`src/inc/fce_params.svh`:
```
// Offsets, field positions, reset values and counts for the conversion entry block
`ifndef FCE_PARAMS_SVH
`define FCE_PARAMS_SVH

// Register byte offsets
`define FCE_OFF_SETUP1     12'h000
`define FCE_OFF_SETUP2     12'h004
`define FCE_OFF_SETUP3     12'h008
`define FCE_OFF_RESULT     12'h00C
`define FCE_OFF_STATUS     12'h010

// Reset values
`define FCE_SETUP1_RST     24'h000000
`define FCE_SETUP2_RST     24'h000000
`define FCE_SETUP3_RST     24'h000000

// Method digit and field positions of the first setup word
`define FCE_METHOD_HI      23
`define FCE_METHOD_LO      20
`define FCE_OPT_BIT        19
`define FCE_ADDR_HI        15
`define FCE_METHOD_FILTER  4'hD
`define FCE_METHOD_RESOLV  4'hE
`define FCE_METHOD_INTERP  4'hF

// Entry sizes in table lines
`define FCE_LINES_EXP      3'h3
`define FCE_LINES_TRACK    3'h5

// Filter gain scaling exponent
`define FCE_GAIN_SHIFT     23

// Angle word: 17 bits, 12 count bits above 5 fraction bits
`define FCE_ANG_W          17
`define FCE_CYC_W          7
`define FCE_FRAC_LO        5

`endif

```
`src/inc/fce_pkg.sv`:
```
// Types shared by the conversion entry block
package fce_pkg;

    typedef enum logic [1:0] {
        FCE_ST_IDLE,
        FCE_ST_ROT,
        FCE_ST_DONE
    } fce_state_t;

    typedef struct packed {
        logic signed [23:0] lim;
        logic signed [23:0] out;
    } fce_filt_t;

    typedef struct packed {
        logic signed [17:0] x;
        logic signed [17:0] y;
        logic        [16:0] z;
    } fce_vec_t;

endpackage

```
`src/hw/fce_conversion_entry.sv`:
```
// Conversion table entry engine: exponential filter, resolver and interpolator
//
// Contract
// - Bit 19 of setup word one picks exponential or tracking filter; with bit 19 set the code produces no filter result.
// - Exponential entry spans three lines, tracking entry five lines.
// - New output is old output plus K/2^23 times input-output difference.
// - Input step beyond max-change is clamped to prior value plus or minus it.
// - Values are signed 24-bit; difference truncated to 24 bits for wraparound.
// - Filter source read unshifted from address in setup word one low bits.
// - Filter setup word one holds D, then zero, then source address.
// - Max-change limit comes from setup word two, in input units.
// - Gain K comes from setup word three.
// - Filter output lands in the entry's third-line result word.
// - Resolver word holds E and first ADC address; second ADC is next.
// - Resolver bit 19 selects clockwise or counter-clockwise angle sense.
// - Resolver setup word two low bits give excitation register address.
// - Resolver setup word three holds signed 12-bit sine and cosine biases.
// - Each bias adds to the top 12 bits of its ADC reading.
// - Top 12 angle bits sit in result bits 5 to 16.
// - Result bits 0 to 4 carry extra fractional angle resolution.
// - Result bits 17 to 23 count resolver cycles via wrap detection.
// - Interpolator word holds F and encoder base; bit 19 picks layout.
// - Interpolator joins line count and sub-line angle, 4096 per line.
// - Interpolator setup word two gives first ADC; second ADC is next.
// - Interpolator result LSB is one 4096th of an encoder line.
//
// Design decisions made here: the APB slave port and the placing of the registers.
`timescale 1ns/100ps
`include "fce_params.svh"

module fce_conversion_entry import fce_pkg::*; #(
    parameter int CORDIC_ITERS = 16
) (
    input  wire logic        pclk,
    input  wire logic        presetn,
    input  wire logic        psel,
    input  wire logic        penable,
    input  wire logic        pwrite,
    input  wire logic [11:0] paddr,
    input  wire logic [31:0] pwdata,
    output logic      [31:0] prdata,
    output logic             pready,
    output logic             pslverr,
    input  wire logic        servo_tick,
    input  wire logic [23:0] src_value,
    input  wire logic [23:0] adc_sin,
    input  wire logic [23:0] adc_cos,
    output logic      [15:0] src_addr,
    output logic      [15:0] adc_addr_a,
    output logic      [15:0] adc_addr_b,
    output logic      [15:0] exc_addr,
    output logic             layout_alt,
    output logic      [23:0] result_word,
    output logic             result_valid
);

    generate
        if (CORDIC_ITERS < 1 || CORDIC_ITERS > 16) begin : g_bad_iters
            $error("CORDIC_ITERS must be 1 to 16");
        end
    endgenerate

    // =========================================================
    // Functions
    // =========================================================
    // Angle step per iteration, full circle is 2^17
    function automatic logic [16:0] atan_step(input logic [3:0] i);
        unique case (i)
            4'h0: atan_step = 17'h04000;
            4'h1: atan_step = 17'h025C8;
            4'h2: atan_step = 17'h013F6;
            4'h3: atan_step = 17'h00A22;
            4'h4: atan_step = 17'h00516;
            4'h5: atan_step = 17'h0028C;
            4'h6: atan_step = 17'h00146;
            4'h7: atan_step = 17'h000A3;
            4'h8: atan_step = 17'h00051;
            4'h9: atan_step = 17'h00029;
            4'hA: atan_step = 17'h00014;
            4'hB: atan_step = 17'h0000A;
            4'hC: atan_step = 17'h00005;
            4'hD: atan_step = 17'h00003;
            4'hE: atan_step = 17'h00001;
            4'hF: atan_step = 17'h00001;
        endcase
    endfunction

    // Top 14 ADC bits with a 12-bit bias added at the top 12 bits
    function automatic logic signed [17:0] bias_adc(input logic [23:0] adc,
                                                    input logic [11:0] bias);
        logic signed [13:0] s;
        s = $signed(adc[23:10]) + $signed({bias, 2'h0});
        bias_adc = 18'(s);
    endfunction

    // Slew-limited exponential filter step
    function automatic fce_filt_t exp_step(input logic signed [23:0] in_v,
                                           input logic signed [23:0] prev,
                                           input logic signed [23:0] outp,
                                           input logic signed [23:0] maxc,
                                           input logic signed [23:0] k);
        logic signed [23:0] d;
        logic signed [23:0] e;
        logic signed [47:0] p;
        fce_filt_t          r;
        d = in_v - prev;
        if (d > maxc) begin
            r.lim = prev + maxc;
        end else if (d < -maxc) begin
            r.lim = prev - maxc;
        end else begin
            r.lim = in_v;
        end
        e = r.lim - outp;
        p = 48'(e) * 48'(k);
        r.out = outp + 24'(p >>> `FCE_GAIN_SHIFT);
        exp_step = r;
    endfunction

    // =========================================================
    // State
    // =========================================================
    fce_state_t         state, next_state;
    logic        [23:0] setup1, next_setup1;
    logic        [23:0] setup2, next_setup2;
    logic        [23:0] setup3, next_setup3;
    logic        [23:0] next_result_word;
    logic               next_result_valid;
    logic signed [23:0] prev_in, next_prev_in;
    logic signed [23:0] filt_out, next_filt_out;
    logic [`FCE_CYC_W-1:0] cyc, next_cyc;
    logic        [16:0] prev_ang, next_prev_ang;
    fce_vec_t           vec, next_vec;
    logic         [3:0] iter, next_iter;
    logic        [31:0] next_prdata;
    logic               next_pready;
    logic               next_pslverr;
    // Synchroniser: tick_s1 feeds only tick_s2
    logic               tick_s1;
    logic               tick_s2;
    logic               tick_d;
    logic         [3:0] method;
    logic               opt;
    logic         [2:0] lines;
    logic               tick_rise;

    assign method    = setup1[`FCE_METHOD_HI:`FCE_METHOD_LO];
    assign opt       = setup1[`FCE_OPT_BIT];
    assign lines     = opt ? `FCE_LINES_TRACK : `FCE_LINES_EXP;
    assign tick_rise = tick_s2 & ~tick_d;

    // =========================================================
    // Next values
    // =========================================================
    always_comb begin
        logic               acc;
        logic        [16:0] ang;
        logic signed [17:0] xs;
        logic signed [17:0] ys;
        logic signed [17:0] si;
        logic signed [17:0] co;
        fce_filt_t          f;
        acc = psel & penable;
        ang = '0;
        xs  = '0;
        ys  = '0;
        si  = '0;
        co  = '0;
        f   = '0;
        next_state        = state;
        next_setup1       = setup1;
        next_setup2       = setup2;
        next_setup3       = setup3;
        next_result_word  = result_word;
        next_result_valid = 1'b0;
        next_prev_in      = prev_in;
        next_filt_out     = filt_out;
        next_cyc          = cyc;
        next_prev_ang     = prev_ang;
        next_vec          = vec;
        next_iter         = iter;
        next_prdata       = prdata;
        next_pslverr      = 1'b0;
        // One wait state so every bus output comes from a flop
        next_pready       = acc & ~pready;

        if (acc & ~pready) begin
            next_prdata = 32'h0;
            unique case (paddr)
                `FCE_OFF_SETUP1: next_prdata = {8'h00, setup1};
                `FCE_OFF_SETUP2: next_prdata = {8'h00, setup2};
                `FCE_OFF_SETUP3: next_prdata = {8'h00, setup3};
                `FCE_OFF_RESULT: next_prdata = {8'h00, result_word};
                `FCE_OFF_STATUS: next_prdata = {21'h0, cyc, lines,
                                                state != FCE_ST_IDLE};
                default:         next_pslverr = 1'b1;
            endcase
        end
        if (acc & pready & pwrite) begin
            unique case (paddr)
                `FCE_OFF_SETUP1: next_setup1 = pwdata[23:0];
                `FCE_OFF_SETUP2: next_setup2 = pwdata[23:0];
                `FCE_OFF_SETUP3: next_setup3 = pwdata[23:0];
                default:         next_setup1 = setup1;
            endcase
        end

        unique case (state)
            FCE_ST_IDLE: begin
                if (tick_rise) begin
                    if (method == `FCE_METHOD_FILTER) begin
                        if (!opt) begin
                            f = exp_step(src_value, prev_in, filt_out,
                                         setup2, setup3);
                            next_prev_in      = f.lim;
                            next_filt_out     = f.out;
                            next_result_word  = f.out;
                            next_result_valid = 1'b1;
                        end
                    end else if (method == `FCE_METHOD_RESOLV ||
                                 method == `FCE_METHOD_INTERP) begin
                        si = bias_adc(adc_sin, setup3[23:12]);
                        co = bias_adc(adc_cos, setup3[11:0]);
                        // Fold into right half plane before rotating
                        if (co < 0) begin
                            next_vec.x = -co;
                            next_vec.y = -si;
                            next_vec.z = 17'h10000;
                        end else begin
                            next_vec.x = co;
                            next_vec.y = si;
                            next_vec.z = 17'h00000;
                        end
                        next_iter  = 4'h0;
                        next_state = FCE_ST_ROT;
                    end
                end
            end
            FCE_ST_ROT: begin
                xs = vec.x >>> iter;
                ys = vec.y >>> iter;
                if (vec.y >= 0) begin
                    next_vec.x = vec.x + ys;
                    next_vec.y = vec.y - xs;
                    next_vec.z = vec.z + atan_step(iter);
                end else begin
                    next_vec.x = vec.x - ys;
                    next_vec.y = vec.y + xs;
                    next_vec.z = vec.z - atan_step(iter);
                end
                next_iter = iter + 4'h1;
                if (iter == 4'(CORDIC_ITERS - 1)) begin
                    next_state = FCE_ST_DONE;
                end
            end
            FCE_ST_DONE: begin
                next_state = FCE_ST_IDLE;
                if (method == `FCE_METHOD_RESOLV) begin
                    ang = opt ? vec.z : 17'(-vec.z);
                    if (prev_ang[16:15] == 2'h3 && ang[16:15] == 2'h0) begin
                        next_cyc = cyc + 7'h01;
                    end else if (prev_ang[16:15] == 2'h0 &&
                                 ang[16:15] == 2'h3) begin
                        next_cyc = cyc - 7'h01;
                    end
                    next_prev_ang    = ang;
                    next_result_word = {next_cyc, ang};
                end else begin
                    next_result_word = {src_value[11:0],
                                        vec.z[16:`FCE_FRAC_LO]};
                end
                next_result_valid = 1'b1;
            end
        endcase
    end

    // =========================================================
    // Registers
    // =========================================================
    always_ff @(posedge pclk or negedge presetn) begin
        if (!presetn) begin
            state        <= FCE_ST_IDLE;
            setup1       <= `FCE_SETUP1_RST;
            setup2       <= `FCE_SETUP2_RST;
            setup3       <= `FCE_SETUP3_RST;
            result_word  <= 24'h000000;
            result_valid <= 1'b0;
            prev_in      <= 24'sh000000;
            filt_out     <= 24'sh000000;
            cyc          <= 7'h00;
            prev_ang     <= 17'h00000;
            vec          <= '0;
            iter         <= 4'h0;
            prdata       <= 32'h00000000;
            pready       <= 1'b0;
            pslverr      <= 1'b0;
            tick_s1      <= 1'b0;
            tick_s2      <= 1'b0;
            tick_d       <= 1'b0;
            src_addr     <= 16'h0000;
            adc_addr_a   <= 16'h0000;
            adc_addr_b   <= 16'h0000;
            exc_addr     <= 16'h0000;
            layout_alt   <= 1'b0;
        end else begin
            state        <= next_state;
            setup1       <= next_setup1;
            setup2       <= next_setup2;
            setup3       <= next_setup3;
            result_word  <= next_result_word;
            result_valid <= next_result_valid;
            prev_in      <= next_prev_in;
            filt_out     <= next_filt_out;
            cyc          <= next_cyc;
            prev_ang     <= next_prev_ang;
            vec          <= next_vec;
            iter         <= next_iter;
            prdata       <= next_prdata;
            pready       <= next_pready;
            pslverr      <= next_pslverr;
            tick_s1      <= servo_tick;
            tick_s2      <= tick_s1;
            tick_d       <= tick_s2;
            src_addr     <= setup1[`FCE_ADDR_HI:0];
            adc_addr_a   <= (method == `FCE_METHOD_RESOLV) ?
                            setup1[15:0] : setup2[15:0];
            adc_addr_b   <= ((method == `FCE_METHOD_RESOLV) ?
                            setup1[15:0] : setup2[15:0]) + 16'h0001;
            exc_addr     <= setup2[15:0];
            layout_alt   <= opt;
        end
    end

endmodule // fce_conversion_entry

```
`config.mk`:
```
export PLATFORM = sky130hd
export DESIGN_NAME = fce_conversion_entry
export DESIGN_NICKNAME = d
export VERILOG_FILES = /design/src/inc/fce_pkg.sv /design/src/hw/fce_conversion_entry.sv
export VERILOG_INCLUDE_DIRS = /design/src /design/src/inc
export SDC_FILE = /design/constraint.sdc
export NUM_CORES = 2
export LEC_CHECK = 0
export BUFFER_PORTS_ARGS = -buffer_cell sky130_fd_sc_hd__buf_2
export CAP_MARGIN = 10
export CORE_ASPECT_RATIO = 2
export CORE_MARGIN = 4
export CORE_UTILIZATION = 60
export CTS_BUF_LIST = sky130_fd_sc_hd__clkbuf_8 sky130_fd_sc_hd__clkbuf_16
export DETAILED_ROUTE_END_ITERATION = 8
export HOLD_SLACK_MARGIN = 0.03
export PLACE_DENSITY = 0.78
export SYNTH_ARGS = -nofsm -noshare
export SYNTH_HDL_FRONTEND = slang
export SYNTH_SLANG_ARGS = --single-unit
```
`constraint.sdc`:
```
create_clock -name pclk -period 31.4 [get_ports pclk]
set_input_delay 3.14 -clock pclk [delete_from_list [all_inputs] [get_ports pclk]]
set_output_delay 3.14 -clock pclk [all_outputs]
set_load 0.02 [all_outputs]
```
* Yosys cells after proc, flatten, opt, wreduce, memory -nomap -nowiden
Memory sizes are Yosys's and may differ from the RTL's.
Cells that the tools add are included.
** Word-level totals
- Flip-flop bits (word level) :: 330
- ROM bits :: 480
- Bits of input ports :: 122
- Word-level logic and storage cells :: 142
- Memories :: 2
** Memories
- (name not given) :: depth 16, width 15, read ports 1, clocked after memory_dff 0, wr ports 0, RTL line fce_conversion_entry.sv:68 : unique case (i)
- (name not given) :: depth 16, width 15, read ports 1, clocked after memory_dff 0, wr ports 0, RTL line fce_conversion_entry.sv:68
** Cells by class
- $add $sub $neg :: 21
- $mul :: 1
- $lt $le $gt $ge :: 4
- Eq/ne operators :: 18
- Shift operators :: 2
- Mux-type cells :: 42
- Bitwise operators :: 8
- Reduce and logical (&&, ||, !) cells :: 19
** Operators by type and width (number)
- $mux W53 :: 5
- $mux W24 :: 10
- $pmux W24 S5 :: 1
- $pmux W53 S2 :: 1
- $mux W17 :: 5
- $sub A24 B24 Y24 :: 3
- $add A24 B24 Y24 :: 2
- $pmux W24 S2 :: 1
- $mul A24 B24 Y47 :: 1
- $add A18 B18 Y18 :: 2
- $neg A14 Y18 :: 2
- $sshr A18 B4 Y18 :: 2
- $sub A18 B18 Y18 :: 2
- $add A14 B14 Y14 :: 2
- $eq A12 B4 Y1 const B :: 2
- $gt A24 B24 Y1 :: 1
- $lt A24 B24 Y1 :: 1
- $neg A24 Y24 :: 1
- $ge A18 B1 Y1 const B :: 1
- $add A17 B17 Y17 :: 1
- $neg A17 Y17 :: 1
- $sub A17 B17 Y17 :: 1
- $add A16 B1 Y16 const B :: 1
- $eq A4 B4 Y1 const B :: 4
- other kinds (28) :: 62

* Logic depth before layout (Yosys ltp)
- Word-level depth :: 15
- Mapped depth :: 89
- Mapped depth without buffers :: 86

* Least setup slack after synthesis
No wires, ideal clock.
- Path kind :: input port to flip-flop
- Start :: input port src_value[0]
- End :: register filt_out[23]
- Setup time :: 0.125 ns
- Data arrival time :: 19.819 ns
- Data required time :: 31.275 ns
- Setup slack :: 11.456 ns
- Stages :: 80
- Buffers on the path :: 3
- Cell sequence :: inv_1 -> ha_1 -> inv_1 -> fa_1 -> a21o_1 -> a21oi_1 -> o21bai_1 -> a21oi_1 -> o21bai_1 -> a21oi_1 -> o21bai_1 -> a21oi_1 -> o21bai_1 -> a31o_2 -> a21o_1 -> o41ai_1 -> o21bai_1 -> a21oi_1 -> [... 44 more ...] -> and2_1 -> nor2_1 -> ha_1 -> a21o_1 -> a21oi_1 -> o21ai_1 -> or4_1 -> a31o_2 -> a21oi_1 -> nand2_1 -> a221o_1 -> o41ai_2 -> o2111ai_1 -> a21oi_1 -> xnor2_1 -> xnor2_1 -> xnor2_1 -> mux2_4
** Between the ends
- Longest elaborated chain between the ends :: 11
- Elaborated cells between the ends (all ways) :: 12
- Classes of those cells :: add/sub (3); mul (1); order compare (2); mux (6)
** Ends and longest elaborated chain
- start: declaration :: RTL line fce_conversion_entry.sv:45 : input wire logic [23:0] src_value,
- $sub A24 B24 Y24 :: RTL line fce_conversion_entry.sv:106 : d = in_v - prev;
- $lt A24 B24 Y1 :: RTL line fce_conversion_entry.sv:109 : end else if (d < -maxc) begin
- $mux W24 :: RTL line fce_conversion_entry.sv:109
- $mux W24 * :: RTL line fce_conversion_entry.sv:107 : if (d > maxc) begin
- $mux W24 * :: RTL line fce_conversion_entry.sv:212 : if (!opt) begin
- $mux W24 * :: RTL line fce_conversion_entry.sv:211 : if (method == `FCE_METHOD_FILTER) begin
- $mux W24 * :: RTL line fce_conversion_entry.sv:210 : if (tick_rise) begin
- $mux W24 * :: RTL line fce_conversion_entry.sv:208 : unique case (state)
- $sub A24 B24 Y24 * :: RTL line fce_conversion_entry.sv:114 : e = r.lim - outp;
- $mul A24 B24 Y47 * :: RTL line fce_conversion_entry.sv:115 : p = 48'(e) * 48'(k);
- $add A24 B24 Y24 * :: RTL line fce_conversion_entry.sv:116 : r.out = outp + 24'(p >>> `FCE_GAIN_SHIFT);
- end signal: assignment :: RTL line fce_conversion_entry.sv:313 : filt_out <= next_filt_out;
- end: declaration :: RTL line fce_conversion_entry.sv:130 : logic signed [23:0] filt_out, next_filt_out;
Mark *: on every way between the ends. The rest lies on a longest branch, timed or not. The select of a mux whose other input is x is not followed.
A chain may end at the register's enable or synchronous reset.

* Worst setup path after layout
Ends and elaborated chain as after synthesis.

==> results by group <==
Routing
  • DRT antenna net count: 0
  • Aggregate routed wire length: 151 mm
  • DRC: 0
  • First-pass DRT Iterations: 7
  • Iteration-0 DRC count of the detailed router: 3,244
  • Via count: 39,200
  • Routed length per instance: 23.5 um
  • Via count normalized by instance count: between 6 and 7

Power
  • Net Switching: 0.652 mW
  • Max rail drop VDD: around 37 uV
  • Internal portion of total power: between 0.8 and 0.9 mW
  • Sequential share of power: 0.268
  • Areal power density over the cells: slightly above 30 mW/mm2
  • Pleak: 25.0 nW
  • Power, Total: 1.53 mW
  • Switch share: 0.427
  • Clock share of power: 0.269
  • Combinational share of power: 0.463

Clock tree
  • H-tree depth: 2
  • Root Buffer Master: sky130_fd_sc_hd__clkbuf_16
  • CTS max path bufs: 3
  • Clock-pin slew of the registers on the worst-case setup and hold paths: 70 ps
  • Number of buffers created by CTS: 34
  • # hold bufs at CTS: 0
  • Setup bufs post-CTS: 0
  • CTS resizes: 0
  • Skew-Pair Late Insertion Delay: 570 ps
  • Clock tree from TritonCTS: yes
  • Number of clock sinks: 307

Timing
  • Unrepaired setup endpoints after global routing: no
  • Final TNS setup: 0 ps
  • Min Clock Period, post-route: 23,150 ps
  • Portion of the clock cycle consumed by the worst path in the final layout: 0.737
  • Pin slew with the least headroom to its limit: roughly 1200 ps
  • Max Slew Vio Count: 0
  • Count of final hold-check violations: 0
  • Max-slew headroom at the worst pin: 0.230
  • Worst Skew: 31.5 ps
  • Maximum achievable frequency: ~43 MHz
  • Setup-failing EPs final: 0
  • Hold slack final: roughly 350 ps

Cells and area
  • Storage cell area: 0.00769 mm2
  • Proportion of layout cells with a drive suffix above 1: 0.0985
  • Filler cells: between 6,000 and 7,000
  • Area grow syn2layout: 7.55%
  • Design Area, Final: between 0.04 and 0.05 mm2
  • Post-layout nets: 6,454
  • Area used by multi-input combinational logic: 0.0348 mm2

GRT
  • Via count of the first global-routing pass: 41,300
  • Global-route wire length before repair: between 200 and 250 mm
  • Combined global-route utilization of all metal layers: 0.368
  • Aggregate global routing overflow: 0
  • Largest net degree at the start of global routing: 128
  • Antenna violations before repair: 23

Critical path
  • Most repeated library cell on the critical path: sky130_fd_sc_hd__a21oi_1
  • Register-to-Register Path Depth: between 80 and 90
  • Critical path startpoint category: input port
  • Crit path required time: between 30,000 and 40,000 ps
  • Critical path's slowest cell: sky130_fd_sc_hd__o41ai_1
  • Crit path max fanout: 24
  • Setup crit end kind: flip-flop
  • Critical Path AT: 23,640 ps
  • Worst Path Class, Setup: input port to flip-flop
  • Biggest cell delay along the critical path: 590 ps

Yosys
  • FF+latch count, synth: 307
  • Yosys warning total: 0
  • Ys async rst share: 1.00
  • Sequential cell area fraction in the yosys report: 0.166
  • Number of enable-type register cells in the synthesized netlist: 0
  • Main flop type after synthesis: sky130_fd_sc_hd__dfrtp_1
  • Mean area per synthesized cell: just under 9 um2
  • Count of distinct cell types in the synthesized netlist: 88
  • Cell area after synthesis: 0.0462 mm2
  • Number of instances in the synthesized netlist: 5,252

Placement
  • Global placement routability congestion: roughly 1
  • Area after detailed placement: 0.0485 mm2
  • # port buffers: 209
  • Post-detailed-placement half-perimeter wirelength: roughly 120 mm

Die
  • Standard-cell rows: 143
  • Die Y-Extent: 400 um
  • Number of ports placed on the die boundary: 246
  • Core area: approximately 0.076 mm2
  • DIE AREA: ~0.082 mm2
  • DIE WIDTH: 204 um
  • Starting utilization of the core area: 0.606

Worst hold path
  • Worst hold path class: flip-flop to flip-flop
  • Cell depth of the worst hold path: 0

Flow run
  • Number of maximum-capacitance constraint violations: 0

Run status
  • Run status: complete, no violations
==> cells in the mapped netlist (all sizes together) (18+ instances only) <==
cell type  count  area, um2
a21oi        276       1390
ha           378       4730
o21ai        280       1410
nand4         22        153
nand2        634       2380
a211oi        26        195
buf           35        175
a31oi         18        113
mux2i         61        611
nand2b        44        275
a21o          65        488
xor2          72        631
nor2b         45        282
clkbuf       206        773
o21bai        47        353
o22ai         27        169
xnor2        215       1900
o211ai        24        180
mux4          26        586
and2         267       1670
dfrtp        307       7680
nor3          61        305
fa           608      12200
mux2          90       1020
o21a          29        219
nand3         51        255
inv          822       3090
o31ai         19        143
nor2         286       1070
or3           24        150
==> worst max-delay path: cells and delay by family <==
kind	cells	cell delay, ps
buf+inv	8	1020
xor+xnor	6	1240
fa+ha+maj	13	5540
compound gates	42	10090
mux	1	220
simple gates	14	2310
==> routing by layer <==
layer,global-route usage,up-vias,share of wire
li1,-,17100,-
met4,0.341,2,0.12
met3,0.0681,887,0.072
met2,0.628,1897,0.50
met5,0,-,0.000099
met1,0.374,19300,0.31
==> kinds of logic (layout without fill, tap and decap cells) <==
group / count (synthesis) / in the layout / synth area share
and+or+nand+nor: 1506 / 1506 / 0.153
other: 1 / 31 / 0.0000812
muxes: 177 / 177 / 0.0479
buffers and inverters: 1064 / 1175 / 0.0875
AOI/OAI and AO/OA: 922 / 922 / 0.123
xor gates and xnor gates: 288 / 288 / 0.0553
DFF: 307 / 307 / 0.166
adders and majority gates: 987 / 987 / 0.366
==> power by group through the flow <==
stage	clock (mW)	combinational, mW	sequential [mW]
3_3_place_gp	0	0.674	0.416
5_1_grt	0.425	0.757	0.410
6_report	0.410	0.708	0.409
3_5_place_dp	0	0.687	0.416
2_1_floorplan	0	0.444	0.414
4_1_cts	0.411	0.691	0.409
==> through the flow <==
stage          utilization  instances  setup slack [ps]
2_1_floorplan            -       5259             11460
3_3_place_gp         0.636       6324              8160
3_5_place_dp         0.636       6324              7960
4_1_cts              0.650       6384              8450
5_1_grt              0.651       6398              7110
6_report             0.651       6408              8250
==> cell type report <==
cell class,count,area share
Multi-Input combinational cell,3888,0.700
Sequential cell,307,0.155
Inverter,823,0.0622
Timing Repair Buffer,292,0.0339
Tap cell,1015,0.0256
Clock buffer,39,0.0185
Clock inverter,21,0.00373
Antenna cell,23,0.00116
==> path summary, 6_finish.rpt <==
check / from / endpoint / slack, ps
max: src_value[0] / filt_out[23]$_DFFE_PN0P_ / 8250
min: tick_s1$_DFF_PN0_ / tick_s2$_DFF_PN0_ / 350
max reg2reg: prev_in[0]$_DFFE_PN0P_ / filt_out[23]$_DFFE_PN0P_ / 10580
min reg2reg: tick_s1$_DFF_PN0_ / tick_s2$_DFF_PN0_ / 350
max in group asynchronous: presetn / iter[1]$_DFFE_PN0P_ / 26170
min in group asynchronous: presetn / vec[44]$_DFFE_PN0P_ / 2700
==> placed cells by master, fill, tap and decap left out, types with 23 or more instances in the layout <==
cell / n
sky130_fd_sc_hd__clkbuf_16: 34
sky130_fd_sc_hd__xor2_1: 67
sky130_fd_sc_hd__o21a_1: 28
sky130_fd_sc_hd__xnor2_1: 198
sky130_fd_sc_hd__dfrtp_1: 304
sky130_fd_sc_hd__and2_1: 266
sky130_fd_sc_hd__mux2_2: 89
sky130_fd_sc_hd__nand3_1: 51
sky130_fd_sc_hd__nand2b_1: 44
sky130_fd_sc_hd__o22ai_1: 27
sky130_fd_sc_hd__buf_4: 82
sky130_fd_sc_hd__nor2b_1: 45
sky130_fd_sc_hd__inv_1: 825
sky130_fd_sc_hd__or3_1: 24
sky130_fd_sc_hd__o21bai_1: 47
sky130_fd_sc_hd__diode_2: 23
sky130_fd_sc_hd__a21o_1: 65
sky130_fd_sc_hd__nand2_1: 632
sky130_fd_sc_hd__a211oi_1: 26
sky130_fd_sc_hd__ha_1: 378
sky130_fd_sc_hd__a21oi_1: 275
sky130_fd_sc_hd__fa_1: 608
sky130_fd_sc_hd__nor2_1: 284
sky130_fd_sc_hd__o21ai_0: 271
sky130_fd_sc_hd__mux4_2: 26
sky130_fd_sc_hd__o211ai_1: 24
sky130_fd_sc_hd__buf_2: 208
sky130_fd_sc_hd__mux2i_1: 61
sky130_fd_sc_hd__nor3_1: 61
==> flip-flops by register name, indices dropped and copies added (netlist names), 2 cells and up <==
name	flops
state	2
vec	53
prdata	24
adc_addr_b	16
setup1	24
result_word	24
setup2	24
src_addr	16
iter	4
exc_addr	16
adc_addr_a	16
prev_in	24
filt_out	24
prev_ang	2
cyc	7
setup3	24
(Power assumes the default switching activity.)
